## config.mk

```make
export PLATFORM = sky130hd
export DESIGN_NAME = mrb_mode_dev_flat
export DESIGN_NICKNAME = d
export VERILOG_FILES = /design/src/hw/mrb_pkg.sv /design/src/hw/mrb_link_if.sv /design/src/hw/mrb_mode_dev.sv /design/src/hw/mrb_burst_order.sv /design/src/flat_wrapper.sv
export SDC_FILE = /design/constraint.sdc
export NUM_CORES = 1
export LEC_CHECK = 0
export BUFFER_PORTS_ARGS = -buffer_cell sky130_fd_sc_hd__buf_2
export CAP_MARGIN = 20
export CORE_AREA = 2 2 91 71
export CTS_CLUSTER_SIZE = 25
export DETAILED_ROUTE_END_ITERATION = 7
export DIE_AREA = 0 0 93 73
export PLACE_DENSITY_LB_ADDON = 0.12
export SETUP_SLACK_MARGIN = 0.15
export SLEW_MARGIN = 20
export SYNTH_ARGS = -nofsm -noshare
export SYNTH_HDL_FRONTEND = slang
export SYNTH_SLANG_ARGS = --single-unit
```

## constraint.sdc

```tcl
create_clock -name mclk -period 2.2 [get_ports mclk]
set_clock_uncertainty 0.05 [all_clocks]
set_input_delay 0 -clock mclk [delete_from_list [all_inputs] [get_ports mclk]]
set_output_delay 0 -clock mclk [all_outputs]
set_load 0.01 [all_outputs]
```

## src/hw/mrb_pkg.sv

```systemverilog
package mrb_pkg;

	// ************************************************************
	// Mode word field positions
	// ************************************************************
	localparam int MODE_W      = 13;
	localparam int LEN_LSB     = 0;
	localparam int ORDER_BIT   = 3;
	localparam int LAT_LSB     = 4;
	localparam int TEST_BIT    = 7;
	localparam int LOOP_BIT    = 8;
	localparam int REC_LSB     = 9;
	localparam int EXIT_BIT    = 12;
	localparam int COL_W       = 10;
	localparam int AUTO_PRE_BIT = 10;

	// ************************************************************
	// Field codes and reset values
	// ************************************************************
	localparam logic [2:0] LEN4_CODE  = 3'h2;
	localparam logic [2:0] LEN8_CODE  = 3'h3;
	localparam logic [2:0] LAT_MIN    = 3'h4;
	localparam logic [2:0] LAT_MAX    = 3'h7;
	localparam logic [2:0] REC_MIN    = 3'h1;
	localparam logic [12:0] MODE_RESET = 13'h0042;
	localparam logic [1:0] MODE_BANK  = 2'h0;

	// ************************************************************
	// Timing counts in clock cycles
	// ************************************************************
	localparam logic [7:0] LOOP_LOCK_CK   = 8'hc8;
	localparam logic [3:0] MODE_LOAD_WAIT = 4'h2;
	localparam logic [5:0] BURST_GUARD    = 6'h1e;

	// ************************************************************
	// Host register offsets and status bits
	// ************************************************************
	localparam logic [3:0] REG_MODE   = 4'h0;
	localparam logic [3:0] REG_ACCESS = 4'h4;
	localparam logic [3:0] REG_STATUS = 4'h8;
	localparam int OP_LSB      = 12;
	localparam int ST_READY    = 0;
	localparam int ST_LOCKED   = 1;
	localparam int ST_REFUSED  = 2;
	localparam int ST_ROW_OPEN = 3;

	// Link commands
	typedef enum logic [2:0] {
		CMD_NOP, CMD_LOAD, CMD_ACT, CMD_READ, CMD_WRITE, CMD_PRE
	} mrb_cmd_type;

endpackage : mrb_pkg

```

## src/hw/mrb_link_if.sv

```systemverilog
// Command link between controller and device, one clock
interface mrb_link_if;
	import mrb_pkg::*;
	mrb_cmd_type cmd;       // Command in this cycle
	logic [1:0]  bankSel;   // Bank select
	logic [12:0] addr;      // Address or mode word
	logic        dataValid; // Burst beat present
	logic [9:0]  dataCol;   // Column of this beat
	logic        preStrobe; // Internal auto precharge done
	modport device (input cmd, bankSel, addr, output dataValid, dataCol, preStrobe);
	modport ctrl (output cmd, bankSel, addr, input dataValid, dataCol, preStrobe);
endinterface : mrb_link_if

```

## src/hw/mrb_mode_dev.sv

```systemverilog
// ************************************************************
// Device end: mode settings and burst column order
// ************************************************************

// Operation
// - Load only with banks idle
// - Controller waits after each load
// - Each load carries every field
// - Settings kept until next load
// - Length four or eight from field
// - Block from upper column bits, wraps
// - Order bit picks sequential or interleaved
// - Length four order rule
// - Length eight nibble or xor order
// - Test bit blocks other fields
// - Loop reset bit self clears
// - Wait 200 cycles before read
// - Auto precharge after recovery count
// - Controller programs recovery two to eight
// - Exit type bit for active power-down
// - Read latency field four to seven
// - No reserved latency or recovery codes
// - First read data at n plus m
// - Posted latency holds reads internally
// - Both bank selects low address it
// - Total latencies from posted plus read
module mrb_mode_dev (
	// Clock and reset
	input  wire logic                mclk,
	input  wire logic                srst,
	// Link to controller
	mrb_link_if.device               link,
	// Extended setting from outside this block
	input  wire logic [2:0]          postedExtraLatency,
	// Settings seen by the array logic
	output logic                     burstLen8,
	output logic                     burstOrderSelect,
	output logic [2:0]               readLatency,
	output logic [2:0]               storeRecoveryCode,
	output logic                     slowExitSelect,
	output logic                     vendorTestMode,
	output logic                     loopResetPulse,
	output logic                     loopLocked
);
	import mrb_pkg::*;

	// Burst phases
	typedef enum logic [1:0] {
		PH_IDLE, PH_WAIT, PH_BURST, PH_RECOVER
	} mrb_phase_type;

	// All state of the device end
	typedef struct packed {
		logic [12:0]   modeSettings; // Stored mode word
		logic          testMode;     // Test mode entered
		logic          loopPulse;    // Loop reset event
		logic [7:0]    lockCnt;      // Cycles left to lock
		mrb_phase_type phase;        // Burst phase
		logic [3:0]    latCnt;       // Latency countdown
		logic [2:0]    beat;         // Beat index
		logic [2:0]    recCnt;       // Recovery countdown
		logic          isWrite;      // Burst is a write
		logic          autoPre;      // Burst precharges
		logic [9:0]    startCol;     // Starting column
		logic          dataValid;    // Beat strobe
		logic [9:0]    dataCol;      // Beat column
		logic          preStrobe;    // Precharge event
	} mrb_dev_state_type;

	mrb_dev_state_type st;        // Registered state
	mrb_dev_state_type next_st;   // Next state
	logic [2:0]        beatSel;   // Beat to order next
	logic [2:0]        orderCol;  // Ordered low column
	logic [3:0]        readTotal; // Total read latency
	logic [3:0]        writeTotal;// Total write latency
	logic              len8;      // Length eight active
	logic              lastBeat;  // Final beat of burst

	// ************************************************************
	// Decoded settings
	// ************************************************************
	// Code 011 means eight
	assign len8 = st.modeSettings[LEN_LSB +: 3] == LEN8_CODE;
	assign readTotal  = {1'b0, st.modeSettings[LAT_LSB +: 3]} + {1'b0, postedExtraLatency};
	assign writeTotal = readTotal - 4'h1;
	// Same length for reads and writes
	assign lastBeat = st.beat == (len8 ? 3'h7 : 3'h3);
	// Next beat index while bursting, else first
	assign beatSel  = (st.phase == PH_BURST) ? st.beat + 3'h1 : 3'h0;

	// Column order of the next beat
	mrb_burst_order i_mrb_burst_order (
		.startCol   (st.startCol[2:0]),
		.beatIdx    (beatSel),
		.len8       (len8),
		.interleave (st.modeSettings[ORDER_BIT]),
		.beatCol    (orderCol)
	);

	// ************************************************************
	// Next state
	// ************************************************************
	always_comb begin
		next_st           = st;
		next_st.preStrobe = 1'b0;
		// Bit drops back after one cycle
		next_st.loopPulse = 1'b0;
		next_st.modeSettings[LOOP_BIT] = 1'b0;
		// Lock countdown after a loop reset
		if (st.lockCnt != 8'h0) begin
			next_st.lockCnt = st.lockCnt - 8'h1;
		end

		// Burst progress
		unique case (st.phase)
			PH_IDLE: begin
				next_st.dataValid = 1'b0;
			end
			PH_WAIT: begin
				// First read beat lands on edge n+m, first write beat one edge sooner
				if (st.latCnt == 4'h0) begin
					next_st.phase     = PH_BURST;
					next_st.beat      = 3'h0;
					next_st.dataValid = 1'b1;
					next_st.dataCol   = {st.startCol[9:3], orderCol};
				end else begin
					next_st.latCnt = st.latCnt - 4'h1;
				end
			end
			PH_BURST: begin
				if (lastBeat) begin
					next_st.dataValid = 1'b0;
					if (st.isWrite && st.autoPre) begin
						next_st.phase  = PH_RECOVER;
						next_st.recCnt = st.modeSettings[REC_LSB +: 3];
					end else begin
						next_st.phase  = PH_IDLE;
					end
				end else begin
					next_st.beat    = beatSel;
					next_st.dataCol = {st.startCol[9:3], orderCol};
				end
			end
			PH_RECOVER: begin
				// Field holds count minus one
				// Pulse lands count edges after the last beat; code 0 acts as 1
				if (st.recCnt <= 3'h1) begin
					next_st.preStrobe = 1'b1;
					next_st.phase     = PH_IDLE;
				end else begin
					next_st.recCnt = st.recCnt - 3'h1;
				end
			end
		endcase

		// Command decode
		unique case (link.cmd)
			CMD_LOAD: begin
				if (link.bankSel == MODE_BANK) begin
					if (link.addr[TEST_BIT]) begin
						next_st.testMode = 1'b1;
					end else begin
						next_st.modeSettings = link.addr;
						next_st.testMode     = 1'b0;
						// Start loop reset and lock count
						if (link.addr[LOOP_BIT]) begin
							next_st.loopPulse = 1'b1;
							next_st.lockCnt   = LOOP_LOCK_CK;
						end
					end
				end
			end
			CMD_READ, CMD_WRITE: begin
				// A new access replaces any burst in flight
				next_st.phase     = PH_WAIT;
				next_st.dataValid = 1'b0;
				next_st.isWrite   = link.cmd == CMD_WRITE;
				next_st.autoPre   = link.addr[AUTO_PRE_BIT];
				next_st.startCol  = link.addr[COL_W-1:0];
				next_st.latCnt = (link.cmd == CMD_WRITE ? writeTotal : readTotal) - 4'h2;
			end
			default: begin
				// Other commands leave this block alone
			end
		endcase
	end

	// ************************************************************
	// State register
	// ************************************************************
	always_ff @(posedge mclk) begin
		if (srst) begin
			st              <= '0;
			st.modeSettings <= MODE_RESET;
			st.phase        <= PH_IDLE;
		end else begin
			st <= next_st;
		end
	end

	// ************************************************************
	// Outputs
	// ************************************************************
	assign link.dataValid = st.dataValid;
	assign link.dataCol   = st.dataCol;
	assign link.preStrobe = st.preStrobe;
	// Order bit out to the array
	assign burstOrderSelect  = st.modeSettings[ORDER_BIT];
	assign burstLen8         = len8;
	assign readLatency       = st.modeSettings[LAT_LSB +: 3];
	assign storeRecoveryCode = st.modeSettings[REC_LSB +: 3];
	assign slowExitSelect    = st.modeSettings[EXIT_BIT];
	assign vendorTestMode    = st.testMode;
	assign loopResetPulse    = st.loopPulse;
	assign loopLocked        = st.lockCnt == 8'h0;

endmodule : mrb_mode_dev

```

## src/hw/mrb_burst_order.sv

```systemverilog
// Column order of one beat inside a burst block
module mrb_burst_order (
	// Burst setup
	input  wire logic [2:0] startCol,
	input  wire logic [2:0] beatIdx,
	input  wire logic       len8,
	input  wire logic       interleave,
	// Beat column
	output logic      [2:0] beatCol
);
	import mrb_pkg::*;

	// ************************************************************
	// Order generator
	// ************************************************************
	always_comb begin
		if (interleave) begin
			beatCol = startCol ^ (len8 ? beatIdx : {1'b0, beatIdx[1:0]});
		end else begin
			beatCol[1:0] = startCol[1:0] + beatIdx[1:0];
			beatCol[2]   = startCol[2] ^ (len8 & beatIdx[2]);
		end
	end

endmodule : mrb_burst_order

```

## src/flat_wrapper.sv

```systemverilog
// flat-port wrapper written by rule: the top's interface ports become plain ports
module mrb_mode_dev_flat import mrb_pkg::*;
  (mclk, srst, postedExtraLatency, burstLen8, burstOrderSelect, readLatency, storeRecoveryCode, slowExitSelect, vendorTestMode, loopResetPulse, loopLocked, link_cmd, link_bankSel, link_addr, link_dataValid, link_dataCol, link_preStrobe);
  mrb_link_if link_i ();
  input  wire logic mclk;
  input  wire logic srst;
  input  wire logic [2:0] postedExtraLatency;
  output logic burstLen8;
  output logic burstOrderSelect;
  output logic [2:0] readLatency;
  output logic [2:0] storeRecoveryCode;
  output logic slowExitSelect;
  output logic vendorTestMode;
  output logic loopResetPulse;
  output logic loopLocked;
  input wire logic [$bits(link_i.cmd)-1:0] link_cmd;
  input wire logic [$bits(link_i.bankSel)-1:0] link_bankSel;
  input wire logic [$bits(link_i.addr)-1:0] link_addr;
  output wire logic [$bits(link_i.dataValid)-1:0] link_dataValid;
  output wire logic [$bits(link_i.dataCol)-1:0] link_dataCol;
  output wire logic [$bits(link_i.preStrobe)-1:0] link_preStrobe;
  assign link_i.cmd = link_cmd;
  assign link_i.bankSel = link_bankSel;
  assign link_i.addr = link_addr;
  assign link_dataValid = link_i.dataValid;
  assign link_dataCol = link_i.dataCol;
  assign link_preStrobe = link_i.preStrobe;
  mrb_mode_dev u_core (.mclk(mclk), .srst(srst), .link(link_i), .postedExtraLatency(postedExtraLatency), .burstLen8(burstLen8), .burstOrderSelect(burstOrderSelect), .readLatency(readLatency), .storeRecoveryCode(storeRecoveryCode), .slowExitSelect(slowExitSelect), .vendorTestMode(vendorTestMode), .loopResetPulse(loopResetPulse), .loopLocked(loopLocked));
endmodule
```

# Yosys cells after proc, flatten, opt, wreduce, memory -nomap -nowiden
# Cells that the tools add are included.
op_classes:
  bitwise_logic: 7
  n_mux: 32
  n_reduce_logical: 24
  eq_ne: 18
  n_addsub: 8
  n_lt_le_gt_ge: 1
ops:
  columns: ["operator", "n"]
  rows:
  - ["$mux 8", 4]
  - ["$mux 3", 9]
  - ["$pmux 10 s2", 1]
  - ["$mux 4", 3]
  - ["$pmux 3 s2", 2]
  - ["$reduce_and 4->1", 3]
  - ["$mux 11", 1]
  - ["$mux 10", 1]
  - ["$mux 9", 1]
  - ["$reduce_and 3->1", 3]
  - ["$logic_not 8->1", 1]
  - ["$mux 2", 4]
  - ["$ne 2x2->1 const B", 4]
  - ["$reduce_bool 8->1", 1]
  - ["$sub 4x1->4 const B", 2]
  - ["$sub 8x1->8 const B", 1]
  - ["$eq 3x2->1 const B", 2]
  - ["$ne 2x1->1 const B", 3]
  - ["$ne 3x1->1 const B", 2]
  - ["$pmux 2 s3", 1]
  - ["$reduce_bool 2->1", 3]
  - ["$reduce_bool 3->1", 2]
  - ["$mux 5", 1]
  - ["$add 3x3->4", 1]
  - ["other kinds (25)", 34]
word_totals:
  input_bits: 23
  ff_bits: 57

# Longest topological paths before layout
logic_depth:
  ltp_word: 7
  depth_mapped: 10

# Hierarchy
# From an unflattened synthesis, not the netlist that was laid out.
hier_totals:
  hier_cells: 386
  hier_area_um2: 3171.8
modules_own_cells:
  columns: ["module", "n_inst", "area_each_um2", "seq_area_each_um2", "cells_per_inst"]
  rows:
  - ["mrb_mode_dev", 1, 3119.2, 1141.1, 379]
  - ["mrb_burst_order", 1, 52.6, 0.0, 7]

# Least setup slack after synthesis
# Ideal clock, no wire load.
synth_path:
  path_type: "reg2reg"
  startpoint: "register u_core.st (netlist bit u_core.readLatency[0])"
  endpoint: "register u_core.st[33] in the netlist's numbering"
  path_buffers: 0
  t_required_ps: 2064
  setup_slack_ps: -177
  path_stages_with_launch: 11
  arrival_ps: 2242
  cell_sequence: "dfxtp_1 -> ha_1 -> fa_1 -> inv_1 -> ha_1 -> nand2_1 -> o21ai_0 -> ha_1 -> xnor3_1 -> nor2_1 -> a211oi_1"
synth_via:
  elab_chain_len: 5
synth_rtl:
  columns: ["element", "line_no", "source"]
  rows:
  - ["from (decl)", "mrb_mode_dev.sv:70", "mrb_dev_state_type st;"]
  - ["from (signal assigned)", "mrb_mode_dev.sv:197", "st <= next_st;"]
  - ["$add 3x3->4 *", "mrb_mode_dev.sv:84", "assign readTotal = {1'b0, st.modeSettings[LAT_LSB +: 3]} + {1'b0, postedExtraLatency};"]
  - ["$sub 4x1->4", "mrb_mode_dev.sv:85", "assign writeTotal = readTotal - 4'h1;"]
  - ["$mux 4 *", "mrb_mode_dev.sv:180", "next_st.latCnt = (link.cmd == CMD_WRITE ? writeTotal : readTotal) - 4'h2;"]
  - ["$sub 4x2->4 *", "mrb_mode_dev.sv:180", null]
  - ["$mux 5 *", "mrb_mode_dev.sv:157", "unique case (link.cmd)"]
# Mark *: on every way between the ends. The rest lies on a longest branch, timed or not.
# A chain may end at the register's enable or synchronous reset.

# Final worst setup path
# Ends and elaborated chain as after synthesis.

==> Flow_metrics.wiki <==
{| class="wikitable"
! Metric !! Value
|-
| Run status || finished clean
|-
| Number of unique standard cell types used by synthesis || 49
|-
| Max-Cap Viols || 0
|-
| Synth Cell Area || 0.002939 sq mm
|-
| Endpoint, Worst Hold || u_core.st[23]
|-
| DPL Wire Length || 4.450 mm
|-
| Sinks on Clock Net || 57
|-
| CTS tree || yes
|-
| VDD IR-drop max || 0.5712 mV
|-
| GR Util All Layers || 20.54%
|-
| Synthesis-stage register bit count || 57
|-
| Number of nets with antenna violations after routing || 0
|-
| Final critical path time including I/O delays and setup || 2.184 ns
|-
| FFs w/ async S/R, synth || 0%
|-
| Yosys warns || 0
|-
| Die area || 0.006789 sq mm
|-
| Fraction of final layout cells with drive strength greater than 1 || 23.65%
|-
| Number of cells produced by synthesis || 347
|-
| Required arrival time at the worst endpoint || 2.36 ns
|-
| Worst Hold Path Cells || 4
|-
| Worst Hold Launch || link_cmd[1]
|-
| Worst stage delay on the critical path || 0.48 ns
|-
| Number of optimization iterations in the first detailed-route pass || 4
|-
| Largest family of logic cells by synthesized area || simple AND/OR/NAND/NOR gates
|-
| PwrDens || 816.4 mW/mm^2
|-
| Destination of the worst register-to-register timing path || u_core.st[33]
|-
| Critical-path cell with the highest stage delay || sky130_fd_sc_hd__fa_1
|-
| Non-filler cells, final || 487
|-
| P_leak || 0.001511 uW
|-
| Setup slack, reg-to-reg || 0.02 ns
|-
| Placer Congestion || 0.7952
|-
| Placeable core region || 0.006006 sq mm
|-
| Count of input and output buffers || 46
|-
| Max Freq || 458.0 MHz
|-
| Number of instances in the placed design || 456
|-
| Largest net degree at the start of global routing || 22
|-
| Detailed router's first-iteration violation count || 76
|-
| Critical Path AT || 2.35 ns
|-
| Remaining DRCs || 0
|-
| Starting density of the core || 48.94%
|-
| Row cnt || 25
|-
| Cell at the root of the clock tree || sky130_fd_sc_hd__clkbuf_8
|-
| Post-synth EDFFs || 0
|-
| Sequential area share after synthesis || 38.83%
|-
| Worst relative slew slack || 56.66%
|-
| Endpoint class of the critical path || flip-flop
|-
| Chip width || 93 um
|-
| Detailed-route wire length || 6.394 mm
|-
| Number of nets at the end of the flow || 441
|-
| Share of Yosys cell area claimed by the top area cell type || 38.83%
|-
| Complex-gate fraction of the synthesized area || 14.30%
|-
| Family with the most delay on the worst path || adder cells
|-
| Mapped Avg Cell Area || 8.470 sq um
|-
| Worst r2r path cells || 7
|-
| First-pass GRT wire length || 10.81 mm
|-
| Final period util || 99.25%
|-
| Total count of max-transition violations in the final report || 0
|-
| Top area cells in the synthesized netlist || sky130_fd_sc_hd__dfxtp_1 39%, sky130_fd_sc_hd__nand2_1 8.3%, sky130_fd_sc_hd__ha_1 6.8%, sky130_fd_sc_hd__a21oi_1 6.3%, sky130_fd_sc_hd__mux2i_1 4.1%
|-
| Dominant synthesized flop cell || sky130_fd_sc_hd__dfxtp_1
|-
| Buffering stage count on the worst path with inverters included || 1
|-
| Synthesized-area fraction occupied by adder cells || 7.493%
|-
| Io pins || 47
|-
| Share of synthesized area spent on multiplexers || 4.853%
|-
| Post-Route Hold Slack || 0.01642 ns
|-
| Number of vias after detailed routing || 2435
|-
| Routed wire length per instance || 13.13 um
|-
| Category of the critical setup timing path || flip-flop to flip-flop
|-
| Final setup fails || 0
|-
| Vias in the first global route || 2278
|-
| Series of cell instances along the critical path || ha_4 -> fa_1 -> buf_4 -> nor4b_2 -> xnor3_1 -> nor2_1 -> a211oi_1
|-
| Largest fanout on the critical path || 2
|-
| Antenna Diode Count || 0
|-
| Setup repair after global routing missed its margin || yes
|-
| Final Hold Violating Endpoints || 0
|-
| Initial antenna violation count || 0
|-
| Pin slew with the least headroom to its limit || 0.6473 ns
|-
| Area overhead of the layout relative to synthesis || 22.69%
|-
| Vertical die dimension || 73 um
|-
| Largest area contributor in the synthesized netlist || sky130_fd_sc_hd__dfxtp_1
|-
| Vias per inst || 5.000
|-
| Class of the tightest hold or removal check || input port to flip-flop
|-
| Xor and xnor area share after synthesis || 5.577%
|-
| Buffer levels on the longest clock path || 2
|-
| H-Tree Depth || 3
|-
| Share of synthesized cell area in and, or, nand and nor gates || 19.46%
|-
| TritonCTS buffer count || 9
|-
| Net count of the mapped netlist || 387
|-
| Buffers inserted during post-CTS setup optimization || 0
|-
| Reg2reg start || u_core.readLatency[0]
|-
| Insertion delay to the later sink of the worst-skew pair || 0.34 ns
|-
| Overflow left after global routing || 0
|-
| Clock-pin transition on the worst setup and hold timing paths || 0.06 ns
|-
| Worst setup SP type || flip-flop
|}
## flip-flops by register name, summed over array words and instances (netlist names)
register,count
u_core.st,35
u_core.link.dataCol,10
u_core.readLatency,3
u_core.storeRecoveryCode,3
u_core.burstOrderSelect,1
u_core.link.dataValid,1
u_core.link.preStrobe,1
u_core.loopResetPulse,1
u_core.slowExitSelect,1
u_core.vendorTestMode,1
## where the power goes
part	internal (uW)	switching, uW
combinational	355	398
clock	549	424
sequential	1130	83.1
total	2040	906
## timing repair
action,in CTS,in global routing
pin swaps,1,2
hold buffers,15,0
resized for setup,1,13
setup endpoints to repair,2,18
endpoints found under the hold margin,30,0
## metrics by stage
step | utilization [%] | area (sq um) | setup TNS (ns) | setup slack [ns] | total power [uW]
2_1_floorplan | - | 2960 | 0 | 0.005763 | 1778
3_3_place_gp | 53.19 | 3194 | 0 | 0.008295 | 1934
3_5_place_dp | 53.19 | 3194 | -0.04285 | -0.04285 | 1944
4_1_cts | 59.02 | 3545 | 0 | 0.01408 | 2943
5_1_grt | 60.04 | 3606 | -0.05933 | -0.05933 | 3142
6_report | 60.04 | 3606 | 0 | 0.01645 | 2944
## cell families (layout without fill, tap and decap cells)
family                     count (synthesis)  count (layout)
and+or+nand+nor                          128             128
buffers and inverters                     49             108
DFF                                       57              57
muxes                                     14              14
AOI/OAI and AO/OA                         67              67
xor gates and xnor gates                  15              15
adders and majority gates                 17              17
## how the worst max path moves through the flow
stage	slack [ns]	cells after the start	startpoint	end
finish	0.02	7	u_core.readLatency[0]	u_core.st[33]
global placement	0.008	10	u_core.readLatency[0]	u_core.st[33]
detailed placement	-0.04	10	u_core.readLatency[0]	u_core.st[33]
floorplan	0.006	10	u_core.readLatency[0]	u_core.st[33]
CTS	0.01	10	u_core.readLatency[0]	u_core.st[33]
global route	-0.06	10	u_core.readLatency[0]	u_core.st[33]
## cell usage after synthesis, drive strengths merged (2+ instances only)
cell type,n
mux2i,12
a21o,2
a21boi,3
clkbuf,10
ha,16
o311ai,2
xnor2,7
o31ai,2
nand2b,5
nor4,2
or4,2
a21oi,37
o211ai,2
mux2,2
a211oi,3
buf,22
inv,17
nor2,31
o21ai,8
nor3,6
nor3b,2
xor2,7
dfxtp,57
nand3,5
o22ai,2
or3,3
nor2b,3
nand2,65
## worst min-delay path, cell delays in order
cell                      delay [ns]
sky130_fd_sc_hd__buf_2          0.15
sky130_fd_sc_hd__nor2_1         0.11
sky130_fd_sc_hd__a21oi_1        0.04
sky130_fd_sc_hd__nor2_1         0.07
## metal layers
layer	wire length, um	part of all wire, %	global-route usage, %	up-vias
met5	0	0	0	-
met4	93	1.5	7.190	0
met3	251	3.9	5.682	10
met2	2758	43	31.00	50
met1	3291	51	28.42	1110
li1	-	-	-	1265
## cell type report
class,instances,area (sq um)
Sequential cell,57,1144
Inverter,17,63.81
Timing Repair Buffer,75,498.0
Tap cell,81,101.3
Clock buffer,11,141.4
Fill cell,571,2400
Multi-Input combinational cell,241,1603
Clock inverter,5,55.05
## cell usage in the layout, fill, tap and decap left out, types with 5 or more instances in the layout
master | synthesis | routed
sky130_fd_sc_hd__a21oi_1 | 37 | 37
sky130_fd_sc_hd__buf_2 | 2 | 46
sky130_fd_sc_hd__buf_4 | 16 | 13
sky130_fd_sc_hd__clkbuf_8 | 1 | 10
sky130_fd_sc_hd__dfxtp_1 | 57 | 55
sky130_fd_sc_hd__dlygate4sd3_1 | 0 | 15
sky130_fd_sc_hd__ha_1 | 16 | 12
sky130_fd_sc_hd__inv_1 | 17 | 16
sky130_fd_sc_hd__mux2i_1 | 12 | 12
sky130_fd_sc_hd__nand2_1 | 65 | 63
sky130_fd_sc_hd__nand2b_1 | 5 | 5
sky130_fd_sc_hd__nand3_1 | 5 | 5
sky130_fd_sc_hd__nor2_1 | 31 | 31
sky130_fd_sc_hd__nor3_1 | 6 | 6
sky130_fd_sc_hd__o21ai_0 | 8 | 7
sky130_fd_sc_hd__xnor2_1 | 6 | 6
sky130_fd_sc_hd__xor2_1 | 7 | 6
Note: power is estimated with default switching activity, not from simulation.
